<file path="config.mk">
export PLATFORM = sky130hd
export DESIGN_NAME = mct_irq_port
export DESIGN_NICKNAME = d
export VERILOG_FILES = /design/src/mct_pkg.sv /design/src/mct_irq_port.sv /design/src/mct_reg16.sv /design/src/mct_chan_flags.sv
export SDC_FILE = /design/constraint.sdc
export NUM_CORES = 2
export LEC_CHECK = 0
export ABC_AREA = 1
export BUFFER_PORTS_ARGS = -buffer_cell sky130_fd_sc_hd__buf_2
export CAP_MARGIN = 20
export CORE_MARGIN = 5
export CORE_UTILIZATION = 50
export CTS_BUF_LIST = sky130_fd_sc_hd__clkbuf_4
export DETAILED_ROUTE_END_ITERATION = 10
export HOLD_SLACK_MARGIN = 0.05
export PLACE_DENSITY_LB_ADDON = 0.08
export SLEW_MARGIN = 30
export SYNTH_ARGS = -nofsm -noshare
export SYNTH_HDL_FRONTEND = slang
export SYNTH_SLANG_ARGS = --single-unit
export TNS_END_PERCENT = 5
</file>
<file path="constraint.sdc">
create_clock -name SYS_CLK -period 3.1 [get_ports SYS_CLK]
set_input_delay 0.155 -clock SYS_CLK [delete_from_list [all_inputs] [get_ports SYS_CLK]]
set_output_delay 0.155 -clock SYS_CLK [all_outputs]
set_load 0.01 [all_outputs]
</file>
<file path="src/mct_pkg.sv">
// package for the five-channel timer enable and processor port block
// assumes one system clock and an asynchronous active-low reset
package mct_pkg;
  localparam int NUM_CH = 5;
  localparam logic [7:0] IRQ_EN_RESET = 8'hF8;
  localparam logic [4:0] IRQ_EN_FIXED = 5'h1F;
  localparam int EN_A_BIT = 0;
  localparam int EN_B_BIT = 1;
  localparam int EN_WRAP_BIT = 2;
  localparam int FIX_LSB = 3;
  localparam logic [15:0] CNT_MAX = 16'hFFFF;
  localparam logic [15:0] CNT_MIN = 16'h0000;
  localparam logic [15:0] CNT_ONE = 16'h0001;
  localparam logic [7:0] FLAG_RESET = 8'hF8;
  // register index inside a channel window
  localparam logic [3:0] IDX_FLAG = 4'h0;
  localparam logic [3:0] IDX_IRQ_EN = 4'h1;
  localparam logic [3:0] IDX_CTRL = 4'h2;
  localparam logic [3:0] IDX_CNT = 4'h4;
  localparam logic [3:0] IDX_GRA = 4'h6;
  localparam logic [3:0] IDX_GRB = 4'h8;
  localparam logic [3:0] IDX_BRA = 4'hA;
  localparam logic [3:0] IDX_BRB = 4'hC;
  localparam logic [7:0] RD_NONE = 8'h00;

  typedef struct packed {
    logic sel;
    logic wr;
    logic word;
    logic [2:0] ch;
    logic [3:0] idx;
    logic [15:0] wdata;
  } mct_req_t;

  typedef struct packed {
    logic wrap;
    logic match_b;
    logic match_a;
  } mct_evt_t;
endpackage

</file>
<file path="src/mct_irq_port.sv">
// What this block does
// five separate 8-bit interrupt enable registers
// enable registers reset and standby to F8
// bits 7..3 read one, ignore writes
// bit 2 gates wrap interrupt request
// bit 1 gates match B interrupt request
// bit 0 gates match A interrupt request
// enable bits read/write, zero after init
// counter, general, buffer registers are 16-bit
// 16-bit registers take word or byte access
// other registers use 8-bit path
// processor splits word to 8-bit registers
// wrap flag set on counter wrap
// flag cleared by read one, write zero
// match flag set on compare or capture
// request equals flag and enable; here the request is registered and follows flag and enable one edge late
// upper byte even address, lower odd
//
// enable logic and processor register port of a five-channel timer
// assumes a single-cycle processor access: request in, data next edge
module mct_irq_port (
  // clock and reset
  input wire logic SYS_CLK,
  input wire logic RSTN,
  input wire logic STANDBY,
  // processor access
  input mct_pkg::mct_req_t CPU_REQ,
  input wire logic CPU_BYTE_ODD,
  output logic [15:0] CPU_RDATA,
  // counter-side events per channel
  input wire logic [4:0] CNT_TICK,
  input wire logic [4:0] CNT_DOWN,
  input wire logic [4:0] CAP_A,
  input wire logic [4:0] CAP_B,
  input wire logic [4:0] CMP_MODE_A,
  input wire logic [4:0] CMP_MODE_B,
  // interrupt requests
  output logic [4:0] WRAP_IRQ,
  output logic [4:0] MATCH_B_IRQ,
  output logic [4:0] MATCH_A_IRQ
);
  import mct_pkg::*;
  logic [2:0] timer_irq_enable_r [NUM_CH];
  logic [7:0] timer_control_reg_r [NUM_CH];
  logic [2:0] timer_flag_reg [NUM_CH];
  logic [15:0] timer_count [NUM_CH];
  logic [15:0] general_reg_a [NUM_CH];
  logic [15:0] general_reg_b [NUM_CH];
  logic [15:0] buffer_reg_a [NUM_CH];
  logic [15:0] buffer_reg_b [NUM_CH];
  logic [15:0] rdata_nxt;
  logic wr_hi;
  logic wr_lo;
  logic [15:0] wdata16;

  // word access carries both halves; byte lands on its half
  assign wr_hi = CPU_REQ.sel && CPU_REQ.wr && (CPU_REQ.word || !CPU_BYTE_ODD);
  assign wr_lo = CPU_REQ.sel && CPU_REQ.wr && (CPU_REQ.word || CPU_BYTE_ODD);
  assign wdata16 = CPU_REQ.word ? CPU_REQ.wdata : {CPU_REQ.wdata[7:0], CPU_REQ.wdata[7:0]};

  genvar g;
  generate
    for (g = 0; g < NUM_CH; g++) begin : ch
      logic hit;
      logic [15:0] cnt_nxt;
      logic wrap_evt;
      mct_evt_t evt;
      assign hit = CPU_REQ.sel && (CPU_REQ.ch == 3'(g));
      assign cnt_nxt = CNT_DOWN[g] ? timer_count[g] - CNT_ONE : timer_count[g] + CNT_ONE;
      assign wrap_evt = CNT_TICK[g] && (CNT_DOWN[g] ? (timer_count[g] == CNT_MIN)
                                                    : (timer_count[g] == CNT_MAX));
      assign evt.wrap = wrap_evt;
      assign evt.match_a = (CMP_MODE_A[g] && CNT_TICK[g] && timer_count[g] == general_reg_a[g])
                           || CAP_A[g];
      assign evt.match_b = (CMP_MODE_B[g] && CNT_TICK[g] && timer_count[g] == general_reg_b[g])
                           || CAP_B[g];

      // one enable register per channel, only three bits stored
      always_ff @(posedge SYS_CLK or negedge RSTN) begin
        if (!RSTN) begin
          timer_irq_enable_r[g] <= IRQ_EN_RESET[2:0];
        end else if (STANDBY) begin
          timer_irq_enable_r[g] <= IRQ_EN_RESET[2:0];
        end else if (hit && CPU_REQ.wr && CPU_REQ.idx == IDX_IRQ_EN) begin
          timer_irq_enable_r[g] <= CPU_REQ.wdata[2:0];
        end
      end

      // control register kept as a plain 8-bit store
      always_ff @(posedge SYS_CLK or negedge RSTN) begin
        if (!RSTN) begin
          timer_control_reg_r[g] <= RD_NONE;
        end else if (STANDBY) begin
          timer_control_reg_r[g] <= RD_NONE;
        end else if (hit && CPU_REQ.wr && CPU_REQ.idx == IDX_CTRL) begin
          timer_control_reg_r[g] <= CPU_REQ.wdata[7:0];
        end
      end

      mct_chan_flags u_flags (
        .SYS_CLK(SYS_CLK),
        .RSTN(RSTN),
        .standby(STANDBY),
        .evt(evt),
        .flag_rd(hit && !CPU_REQ.wr && CPU_REQ.idx == IDX_FLAG),
        .flag_wr(hit && CPU_REQ.wr && CPU_REQ.idx == IDX_FLAG),
        .flag_wdata(CPU_REQ.wdata[2:0]),
        .flags(timer_flag_reg[g])
      );

      // 16-bit registers on the wide path
      mct_reg16 u_cnt (
        .SYS_CLK(SYS_CLK),
        .RSTN(RSTN),
        .cpu_wr_hi(hit && wr_hi && CPU_REQ.idx == IDX_CNT),
        .cpu_wr_lo(hit && wr_lo && CPU_REQ.idx == IDX_CNT),
        .cpu_wdata(wdata16),
        .hw_ld(CNT_TICK[g]),
        .hw_data(cnt_nxt),
        .q(timer_count[g])
      );
      mct_reg16 u_gra (
        .SYS_CLK(SYS_CLK),
        .RSTN(RSTN),
        .cpu_wr_hi(hit && wr_hi && CPU_REQ.idx == IDX_GRA),
        .cpu_wr_lo(hit && wr_lo && CPU_REQ.idx == IDX_GRA),
        .cpu_wdata(wdata16),
        .hw_ld(CAP_A[g]),
        .hw_data(timer_count[g]),
        .q(general_reg_a[g])
      );
      mct_reg16 u_grb (
        .SYS_CLK(SYS_CLK),
        .RSTN(RSTN),
        .cpu_wr_hi(hit && wr_hi && CPU_REQ.idx == IDX_GRB),
        .cpu_wr_lo(hit && wr_lo && CPU_REQ.idx == IDX_GRB),
        .cpu_wdata(wdata16),
        .hw_ld(CAP_B[g]),
        .hw_data(timer_count[g]),
        .q(general_reg_b[g])
      );
      // buffer keeps the prior general value on capture
      mct_reg16 u_bra (
        .SYS_CLK(SYS_CLK),
        .RSTN(RSTN),
        .cpu_wr_hi(hit && wr_hi && CPU_REQ.idx == IDX_BRA),
        .cpu_wr_lo(hit && wr_lo && CPU_REQ.idx == IDX_BRA),
        .cpu_wdata(wdata16),
        .hw_ld(CAP_A[g]),
        .hw_data(general_reg_a[g]),
        .q(buffer_reg_a[g])
      );
      mct_reg16 u_brb (
        .SYS_CLK(SYS_CLK),
        .RSTN(RSTN),
        .cpu_wr_hi(hit && wr_hi && CPU_REQ.idx == IDX_BRB),
        .cpu_wr_lo(hit && wr_lo && CPU_REQ.idx == IDX_BRB),
        .cpu_wdata(wdata16),
        .hw_ld(CAP_B[g]),
        .hw_data(general_reg_b[g]),
        .q(buffer_reg_b[g])
      );

      // requests registered; they follow flag and enable one edge late
      always_ff @(posedge SYS_CLK or negedge RSTN) begin
        if (!RSTN) begin
          WRAP_IRQ[g] <= 1'b0;
          MATCH_B_IRQ[g] <= 1'b0;
          MATCH_A_IRQ[g] <= 1'b0;
        end else begin
          WRAP_IRQ[g] <= timer_flag_reg[g][EN_WRAP_BIT] && timer_irq_enable_r[g][EN_WRAP_BIT];
          MATCH_B_IRQ[g] <= timer_flag_reg[g][EN_B_BIT] && timer_irq_enable_r[g][EN_B_BIT];
          MATCH_A_IRQ[g] <= timer_flag_reg[g][EN_A_BIT] && timer_irq_enable_r[g][EN_A_BIT];
        end
      end
    end
  endgenerate

  // read mux; 8-bit registers answer in the low byte
  function automatic logic [15:0] pick16(input logic [15:0] v);
    if (CPU_REQ.word) pick16 = v;
    else if (CPU_BYTE_ODD) pick16 = {RD_NONE, v[7:0]};
    else pick16 = {RD_NONE, v[15:8]};
  endfunction

  always_comb begin
    rdata_nxt = {RD_NONE, RD_NONE};
    for (int i = 0; i < NUM_CH; i++) begin
      if (CPU_REQ.sel && !CPU_REQ.wr && CPU_REQ.ch == 3'(i)) begin
        unique case (CPU_REQ.idx)
          IDX_FLAG: rdata_nxt = {RD_NONE, FLAG_RESET[7:FIX_LSB], timer_flag_reg[i]};
          IDX_IRQ_EN: rdata_nxt = {RD_NONE, IRQ_EN_FIXED, timer_irq_enable_r[i]};
          IDX_CTRL: rdata_nxt = {RD_NONE, timer_control_reg_r[i]};
          IDX_CNT: rdata_nxt = pick16(timer_count[i]);
          IDX_GRA: rdata_nxt = pick16(general_reg_a[i]);
          IDX_GRB: rdata_nxt = pick16(general_reg_b[i]);
          IDX_BRA: rdata_nxt = pick16(buffer_reg_a[i]);
          IDX_BRB: rdata_nxt = pick16(buffer_reg_b[i]);
          default: rdata_nxt = {RD_NONE, RD_NONE};
        endcase
      end
    end
  end

  // word access to an 8-bit register is the processor's job to split
  always_ff @(posedge SYS_CLK or negedge RSTN) begin
    if (!RSTN) CPU_RDATA <= {RD_NONE, RD_NONE};
    else CPU_RDATA <= rdata_nxt;
  end
endmodule // mct_irq_port

</file>
<file path="src/mct_reg16.sv">
// one 16-bit timer register with word and byte processor access
// assumes writes from the counter side arrive as a full load strobe
module mct_reg16 (
  // clock and reset
  input wire logic SYS_CLK,
  input wire logic RSTN,
  // processor side
  input wire logic cpu_wr_hi,
  input wire logic cpu_wr_lo,
  input wire logic [15:0] cpu_wdata,
  // hardware side
  input wire logic hw_ld,
  input wire logic [15:0] hw_data,
  // stored value
  output logic [15:0] q
);
  import mct_pkg::*;
  // upper half lives at the even byte address, lower at odd
  always_ff @(posedge SYS_CLK or negedge RSTN) begin
    if (!RSTN) begin
      q <= CNT_MIN;
    end else if (cpu_wr_hi || cpu_wr_lo) begin
      if (cpu_wr_hi) q[15:8] <= cpu_wdata[15:8];
      if (cpu_wr_lo) q[7:0] <= cpu_wdata[7:0];
    end else if (hw_ld) begin
      q <= hw_data;
    end
  end
endmodule // mct_reg16

</file>
<file path="src/mct_chan_flags.sv">
// per-channel status flags with read-then-write-zero clearing
// assumes the event inputs are single-cycle pulses on the system clock
module mct_chan_flags (
  // clock and reset
  input wire logic SYS_CLK,
  input wire logic RSTN,
  input wire logic standby,
  // events and processor access
  input mct_pkg::mct_evt_t evt,
  input wire logic flag_rd,
  input wire logic flag_wr,
  input wire logic [2:0] flag_wdata,
  // flags
  output logic [2:0] flags
);
  import mct_pkg::*;
  logic [2:0] armed_r;
  logic [2:0] set_v;
  assign set_v = {evt.wrap, evt.match_b, evt.match_a};
  // a bit is armed once read as one; only then may a zero clear it
  always_ff @(posedge SYS_CLK or negedge RSTN) begin
    if (!RSTN) begin
      flags <= 3'h0;
      armed_r <= 3'h0;
    end else if (standby) begin
      flags <= 3'h0;
      armed_r <= 3'h0;
    end else begin
      for (int i = 0; i < 3; i++) begin
        // set wins over a clear in the same cycle
        if (set_v[i]) flags[i] <= 1'b1;
        else if (flag_wr && !flag_wdata[i] && armed_r[i]) flags[i] <= 1'b0;
        if (flag_wr) armed_r[i] <= 1'b0;
        else if (flag_rd && flags[i]) armed_r[i] <= 1'b1;
      end
    end
  end
endmodule // mct_chan_flags

</file>
; ---- After elaboration in Yosys (flattened, before gate mapping)
; Cells that the tools add are included.
[word_totals]
reg_bits = 516
latch_bits = 0
ramBits = 0
rom_bits = 0
inputBits = 60
output_inout_bits = 31
word_cells = 806
mem_count = 0
[classes]
addsub = 10
n_mul = 0
div = 0
n_lt_le_gt_ge = 0
n_eq_ne = 76
shift = 0
muxes = 261
bitwise_logic = 0
reduce_logical = 353
[ops]
columns = op, count
row1 = $mux 16, 86
row2 = $mux 8, 85
row3 = $pmux 16 s8, 5
row4 = $logic_and 1x1->1, 189
row5 = $eq 16x16->1, 10
row6 = $ne 2x1->1 const B, 50
row7 = $reduce_and 2->1, 50
row8 = $reduce_bool 3->1, 30
row9 = $add 16x1->16 const B, 5
row10 = $eq 16x16->1 const B, 5
row11 = $logic_not 16->1, 5
row12 = $sub 16x1->16 const B, 5
row13 = $reduce_bool 2->1, 35
row14 = $mux 1, 65
row15 = $mux 3, 20
row16 = $logic_or 1x1->1, 37
row17 = $eq 4x4->1 const B, 3
row18 = $eq 4x3->1 const B, 2
row19 = $eq 3x2->1 const B, 2
row20 = $logic_not 1->1, 5
row21 = $eq 4x1->1 const B, 1
row22 = $eq 4x2->1 const B, 1
row23 = $logic_not 4->1, 1
row24 = $eq 3x1->1 const B, 1
row25 = 2 further kinds, 2

; ---- Longest topological paths before layout
[logic_depth]
depth_word = 9
ltp_mapped = 15
mapped_depth_nobuf = 13

; ---- Modules after synthesis
; A second synthesis with hierarchy kept.
[hier_totals]
hier_cells = 6503
area_unflattened_um2 = 40072.2
[by_module_without_submodules]
columns = mod, n_inst, cells_each, area_each_um2, seq_area_each_um2
row1 = mct_reg16, 25, 139, 919.6, 400.4
row2 = mct_irq_port, 1, 2858, 15736.3, 2152.1
row3 = mct_chan_flags, 5, 34, 269.0, 150.1

; ---- Worst setup path before layout
; No wires, ideal clock.
[synth_timing]
path_kind = register to register
start = register ch[3].u_cnt.q[0]
end = register ch[3].u_cnt.q[14]
setup_time_ps = 116
t_arrival_ps = 1837
path_slack_ps = 1147
stages_incl_launch_ff = 14
n_path_buf = 1
synth_period_minus_slack_ps = 1953
path_cell_list = dfrtp_1 clkbuf_1 inv_1 fa_1 inv_1 nand3_1 nand2_1 nand2_1 nand2_1 nand3_1 nand3_1 nand3_1 nand2_1 nand2_1
[synth_via]
elab_chain_len = 4
elab_cells_between_ends = 5
classes_between = 2 x add/sub / 3 x mux
[synth_rtl]
columns = item, line
row1 = start: declaration, mct_reg16.sv:15  ; output logic [15:0] q
row2 = start signal: assignment, mct_reg16.sv:24  ; if (cpu_wr_lo) q[7:0] <= cpu_wdata[7:0];
row3 = start signal: assignment, mct_reg16.sv:26  ; q <= hw_data;
row4 = $add 16x1->16 / $sub 16x1->16 (equally long branches), mct_irq_port.sv:69  ; assign cnt_nxt = CNT_DOWN[g] ? timer_count[g] - CNT_ONE : timer_count[g] + CNT_ONE;
row5 = $mux 16 (*), mct_irq_port.sv:69
row6 = $mux 16 (*), mct_reg16.sv:25  ; end else if (hw_ld) begin
row7 = $mux 16 (*), mct_reg16.sv:22  ; end else if (cpu_wr_hi || cpu_wr_lo) begin
; Mark *: on every way between the ends. The rest lies on a longest branch, timed or not. The select of a mux whose other input is x is not followed.
; A chain may end at the register's enable or synchronous reset.

; ---- Worst setup path in the final report
[layout_timing]
start = input CPU_REQ[25] (netlist name)
end = register ch[4].u_brb.q[4]
[layout_via]
elab_chain_len = 7
elab_cells_between_ends = 13
classes_between = 1 x eq/ne / 1 x mux / 11 x reduce/logical
[layout_rtl]
columns = item, line
row1 = start: declaration, mct_irq_port.sv:27  ; input mct_pkg::mct_req_t CPU_REQ,
row2 = $logic_and 1x1->1, "mct_irq_port.sv:57, mct_irq_port.sv:58"
row3 = "$logic_and 1x1->1, on equally long branches", "mct_irq_port.sv:57, mct_irq_port.sv:58"
row4 = "$logic_and 1x1->1, on equally long branches (2 in series)", "mct_irq_port.sv:156, mct_irq_port.sv:157"
row5 = $logic_or 1x1->1, mct_reg16.sv:22
row6 = $ne 2x1->1 (no line) / $reduce_bool 2->1 (equally long branches), n/a
row7 = $reduce_and 2->1 (no line), n/a
row8 = end signal: assignment, mct_reg16.sv:24
row9 = end signal: assignment, mct_reg16.sv:26
row10 = end: declaration, mct_reg16.sv:15
; Several ways; a longest one is shown, not always the timed one.

==> out/qor.yml <==
clock_network:
  htree_levels: 4
  postCtsSetupRepairBufs: 0
  clockBufferDepth: 3
  insertion_delay_ns: 1.07
  cts_root_buf: "clkbuf_4"
  numClockSinks: 516
  cts_tree: "built"
  clkTransAtPathRegs_ns: 0.07
  numCtsBuffers: 152
sta:
  finalHoldWorstSlack_ns: 0.159
  hold_viol_final: 0
  skew_ns: 0.0754
  slew_headroom_pct: 35.7
  slew_violations: 0
  tightest_slew_ns: 0.957
  grt_setup_unrepaired: "true"
  min_period_ns: 2.97
  worst_slack_ns: 0.125
  max_clock_freq_mhz: 336
  period_share_pct: 96.0
  setup_viol: 0
setup_path:
  r2r.worst_path.cells: 9
  r2r_slack_ns: 0.23
  r2r-end: "ch[0].u_flags.flags[2]"
  slowest_stage: "dlygate4sd3_1"
  slowest_delay_ns: 0.64
  worst-setup-path-type: "primary input to register"
  end_kind: "register"
  startpoint_type: "primary input"
  worstPathCellList: "dlygate4sd3_1, buf_2, inv_1, nor2_4, dlygate4sd3_1, nand3_2, nor2_2, nand2_2, nand3_1, nand2_1, o211ai_1, nand2_1, dlygate4sd3_1"
  arrival_ns: 3.91
  r2r_start: "ch[0].u_cnt.q[1]"
  cp_data_required_time_ns: 4.03
  crit_path_max_fanout: 14
  cpMostUsedCell: "dlygate4sd3_1"
synthesis:
  synth.ff_latch_count: 516
  syn-num-nets: 5770
  synth-main-ff-cell: "dfrtp_1"
  yosysMostFrequentCell: "nand2_1"
  synth_top_area_cell: "dfrtp_1"
  synth_warnings: 0
  synth_edf_count: 0
  synth_common_cells: "nand2_1, o21ai_0, inv_1"
  synth_top_area_share_pct: 34.8
  netlist_instances: 5635
  synthArstFlopShare_pct: 100
  synth_seq_area_share_pct: 34.8
  synth.area.top_cells: "dfrtp_1, nand2_1, o21ai_0"
  synth.distinct_cells: 45
  synth_area_um2: 37100
  avgSynthCellArea_um2: 6.58
hold_path:
  holdPathStages: 5
  hp-start: "CAP_B[0]"
  min_path_type: "primary input to register"
  holdPathEnd: "ch[0].u_brb.q[4]"
status:
  status: "finished, final reports clean"
routing:
  drtPass1Iterations: 8
  wire_per_inst_um: 23.8
  drc: 0
  drt_wl_total_um: 162000
  ant_nets: 0
  num_vias: 41000
  drt-initial-drc-count: 5687
  via_per_inst: 6.01
global_routing:
  grt_pass1_wl_um: 241000
  grt_pass1_vias: 37800
  grt_usage_pct: 40.0
  grt-ovfl-total: 0
  grt_max_degree: 146
  antenna_found_initial: 8
power_and_ir_drop:
  combPwrFrac_pct: 40.6
  swShare_pct: 46.9
  p_int_uw: 16700
  power_frac_clock_pct: 21.2
  switching_power_uw: 14700
  powerDensity_nw_per_um2: 758
  p_total_uw: 31400
  leakagePower_uw: 0.0200
  irDropWorstVdd_uv: 562
  seq_power_share_pct: 38.2
floorplanning:
  row_count: 99
  die_x_um: 282
  start_util_pct: 50.6
  num_io_pins: 91
  fp.dieH_um: 282
  core_area_um2: 73200
  dieArea_um2: 79700
final_layout:
  area_delta_synth_final_pct: 11.7
  layout.nets: 5895
  fillCellCount: 7351
  layoutNonFillerInstCount: 6813
  final_layout_size_suffix_gt1_share_pct: 9.16
run:
  max_cap_viol_count: 0
placed_design:
  dp_hpwl_um: 112000
  dp_slack_ns: 0.414
  port_buffers: 90
  place_inst: 6455
  gp_congestion: 0.968
-- worst max-delay path by stage --
| stage | start | endpoint | cells past startpoint |
|---|---|---|---|
| after detailed placement | CPU_BYTE_ODD | ch[3].u_cnt.q[7] | 12 |
| after global routing | CPU_REQ[18] | ch[3].u_brb.q[0] | 11 |
| after floorplan | ch[3].u_cnt.q[0] | ch[3].u_cnt.q[14] | 13 |
| after global placement | CPU_BYTE_ODD | ch[3].u_cnt.q[7] | 12 |
| after CTS | CPU_REQ[18] | ch[3].u_brb.q[0] | 11 |
| final | CPU_REQ[25] | ch[4].u_brb.q[4] | 13 |
-- power by group through the flow --
| stage | combinational (µW) | sequential (µW) | clock (µW) |
|---|---|---|---|
| floorplan | 9520 | 9960 | 0 |
| detailed placement | 12200 | 11900 | 0 |
| finish | 12800 | 12000 | 6660 |
| global placement | 12100 | 11900 | 0 |
| CTS | 12500 | 11800 | 6690 |
| global route | 14300 | 12100 | 7070 |
-- cell families after synthesis --
kind of cell | count (synthesis) | synth area share (%)
AO/OA/AOI/OAI | 1197 | 18.8
XOR/XNOR | 86 | 2.03
adder cells (fa/ha/maj) | 75 | 2.63
buffers and inverters | 914 | 9.88
flip-flops | 516 | 34.8
AND/OR/NAND/NOR | 2847 | 31.8
-- routing by layer --
layer | global-route usage (%) | up-vias | wire [µm]
li1 | - | 18900 | -
met1 | 55.6 | 19000 | 65600
met2 | 56.9 | 2531 | 65900
met3 | 11.1 | 529 | 20600
met4 | 20.7 | 4 | 9920
met5 | 0 | - | 27
-- critical path: cells and delay by family --
kind | cells | cell delay (ns)
and+or+nand+nor | 7 | 1.56
AOI/OAI and AO/OA | 1 | 0.19
buffers and inverters | 5 | 1.98
-- registers in the layout, indices dropped and copies added (netlist names) --
| name | cells |
|---|---|
| MATCH_B_IRQ | 5 |
| MATCH_A_IRQ | 5 |
| ch.u_brb.q | 80 |
| ch.u_grb.q | 80 |
| WRAP_IRQ | 5 |
| ch.u_gra.q | 80 |
| ch.u_flags.flags | 15 |
| ch.u_bra.q | 80 |
| ch.u_flags.armed_r | 15 |
| CPU_RDATA | 16 |
| timer_irq_enable_r | 15 |
| timer_control_reg_r | 40 |
| ch.u_cnt.q | 80 |
-- placed cells by master, fill, tap and decap left out, types with 7 or more instances in the layout --
cell,instances
dfrtp_1,516
nor2_2,13
ha_1,70
o211ai_1,241
o21ai_0,551
nor2_1,322
o22ai_1,46
inv_2,12
xor2_1,48
a21oi_2,7
inv_1,553
nor3_1,52
a21oi_1,205
xnor2_1,38
nor4_1,12
dlygate4sd3_1,109
nor2_4,8
o21ai_1,29
nand4_1,71
o31ai_1,36
clkbuf_4,205
o2111ai_1,10
buf_2,88
a31oi_1,30
nand2_2,26
nand3_1,477
clkinv_1,25
o21ai_2,28
buf_12,24
buf_4,95
nand2_1,1839
-- cell type report --
class / instances / area, µm² / share of cell area (%)
inverter: 566 / 2120 / 5.13
clock inverter: 38 / 288 / 0.695
sequential: 516 / 12900 / 31.2
antenna: 5 / 12.5 / 0.0302
timing repair buffer: 319 / 2780 / 6.71
multi-input combinational: 4205 / 20600 / 49.6
clock buffer: 205 / 1540 / 3.72
tap: 959 / 1200 / 2.90
-- through the flow --
stage                     utilization [%]  setup TNS [ns]  cell area (µm²)
after floorplan                         -               0            37100
after global placement               52.5               0            38400
after detailed placement             52.5               0            38400
after CTS                            56.5               0            41400
after global routing                 56.6        -0.00828            41400
final                                56.6               0            41400
-- timing repair --
item	CTS	global route
setup endpoints to repair	0	5
hold buffers	110	0
gates resized for setup	0	2
hold endpoints to repair	1008	0
(Power assumes the default switching activity.)
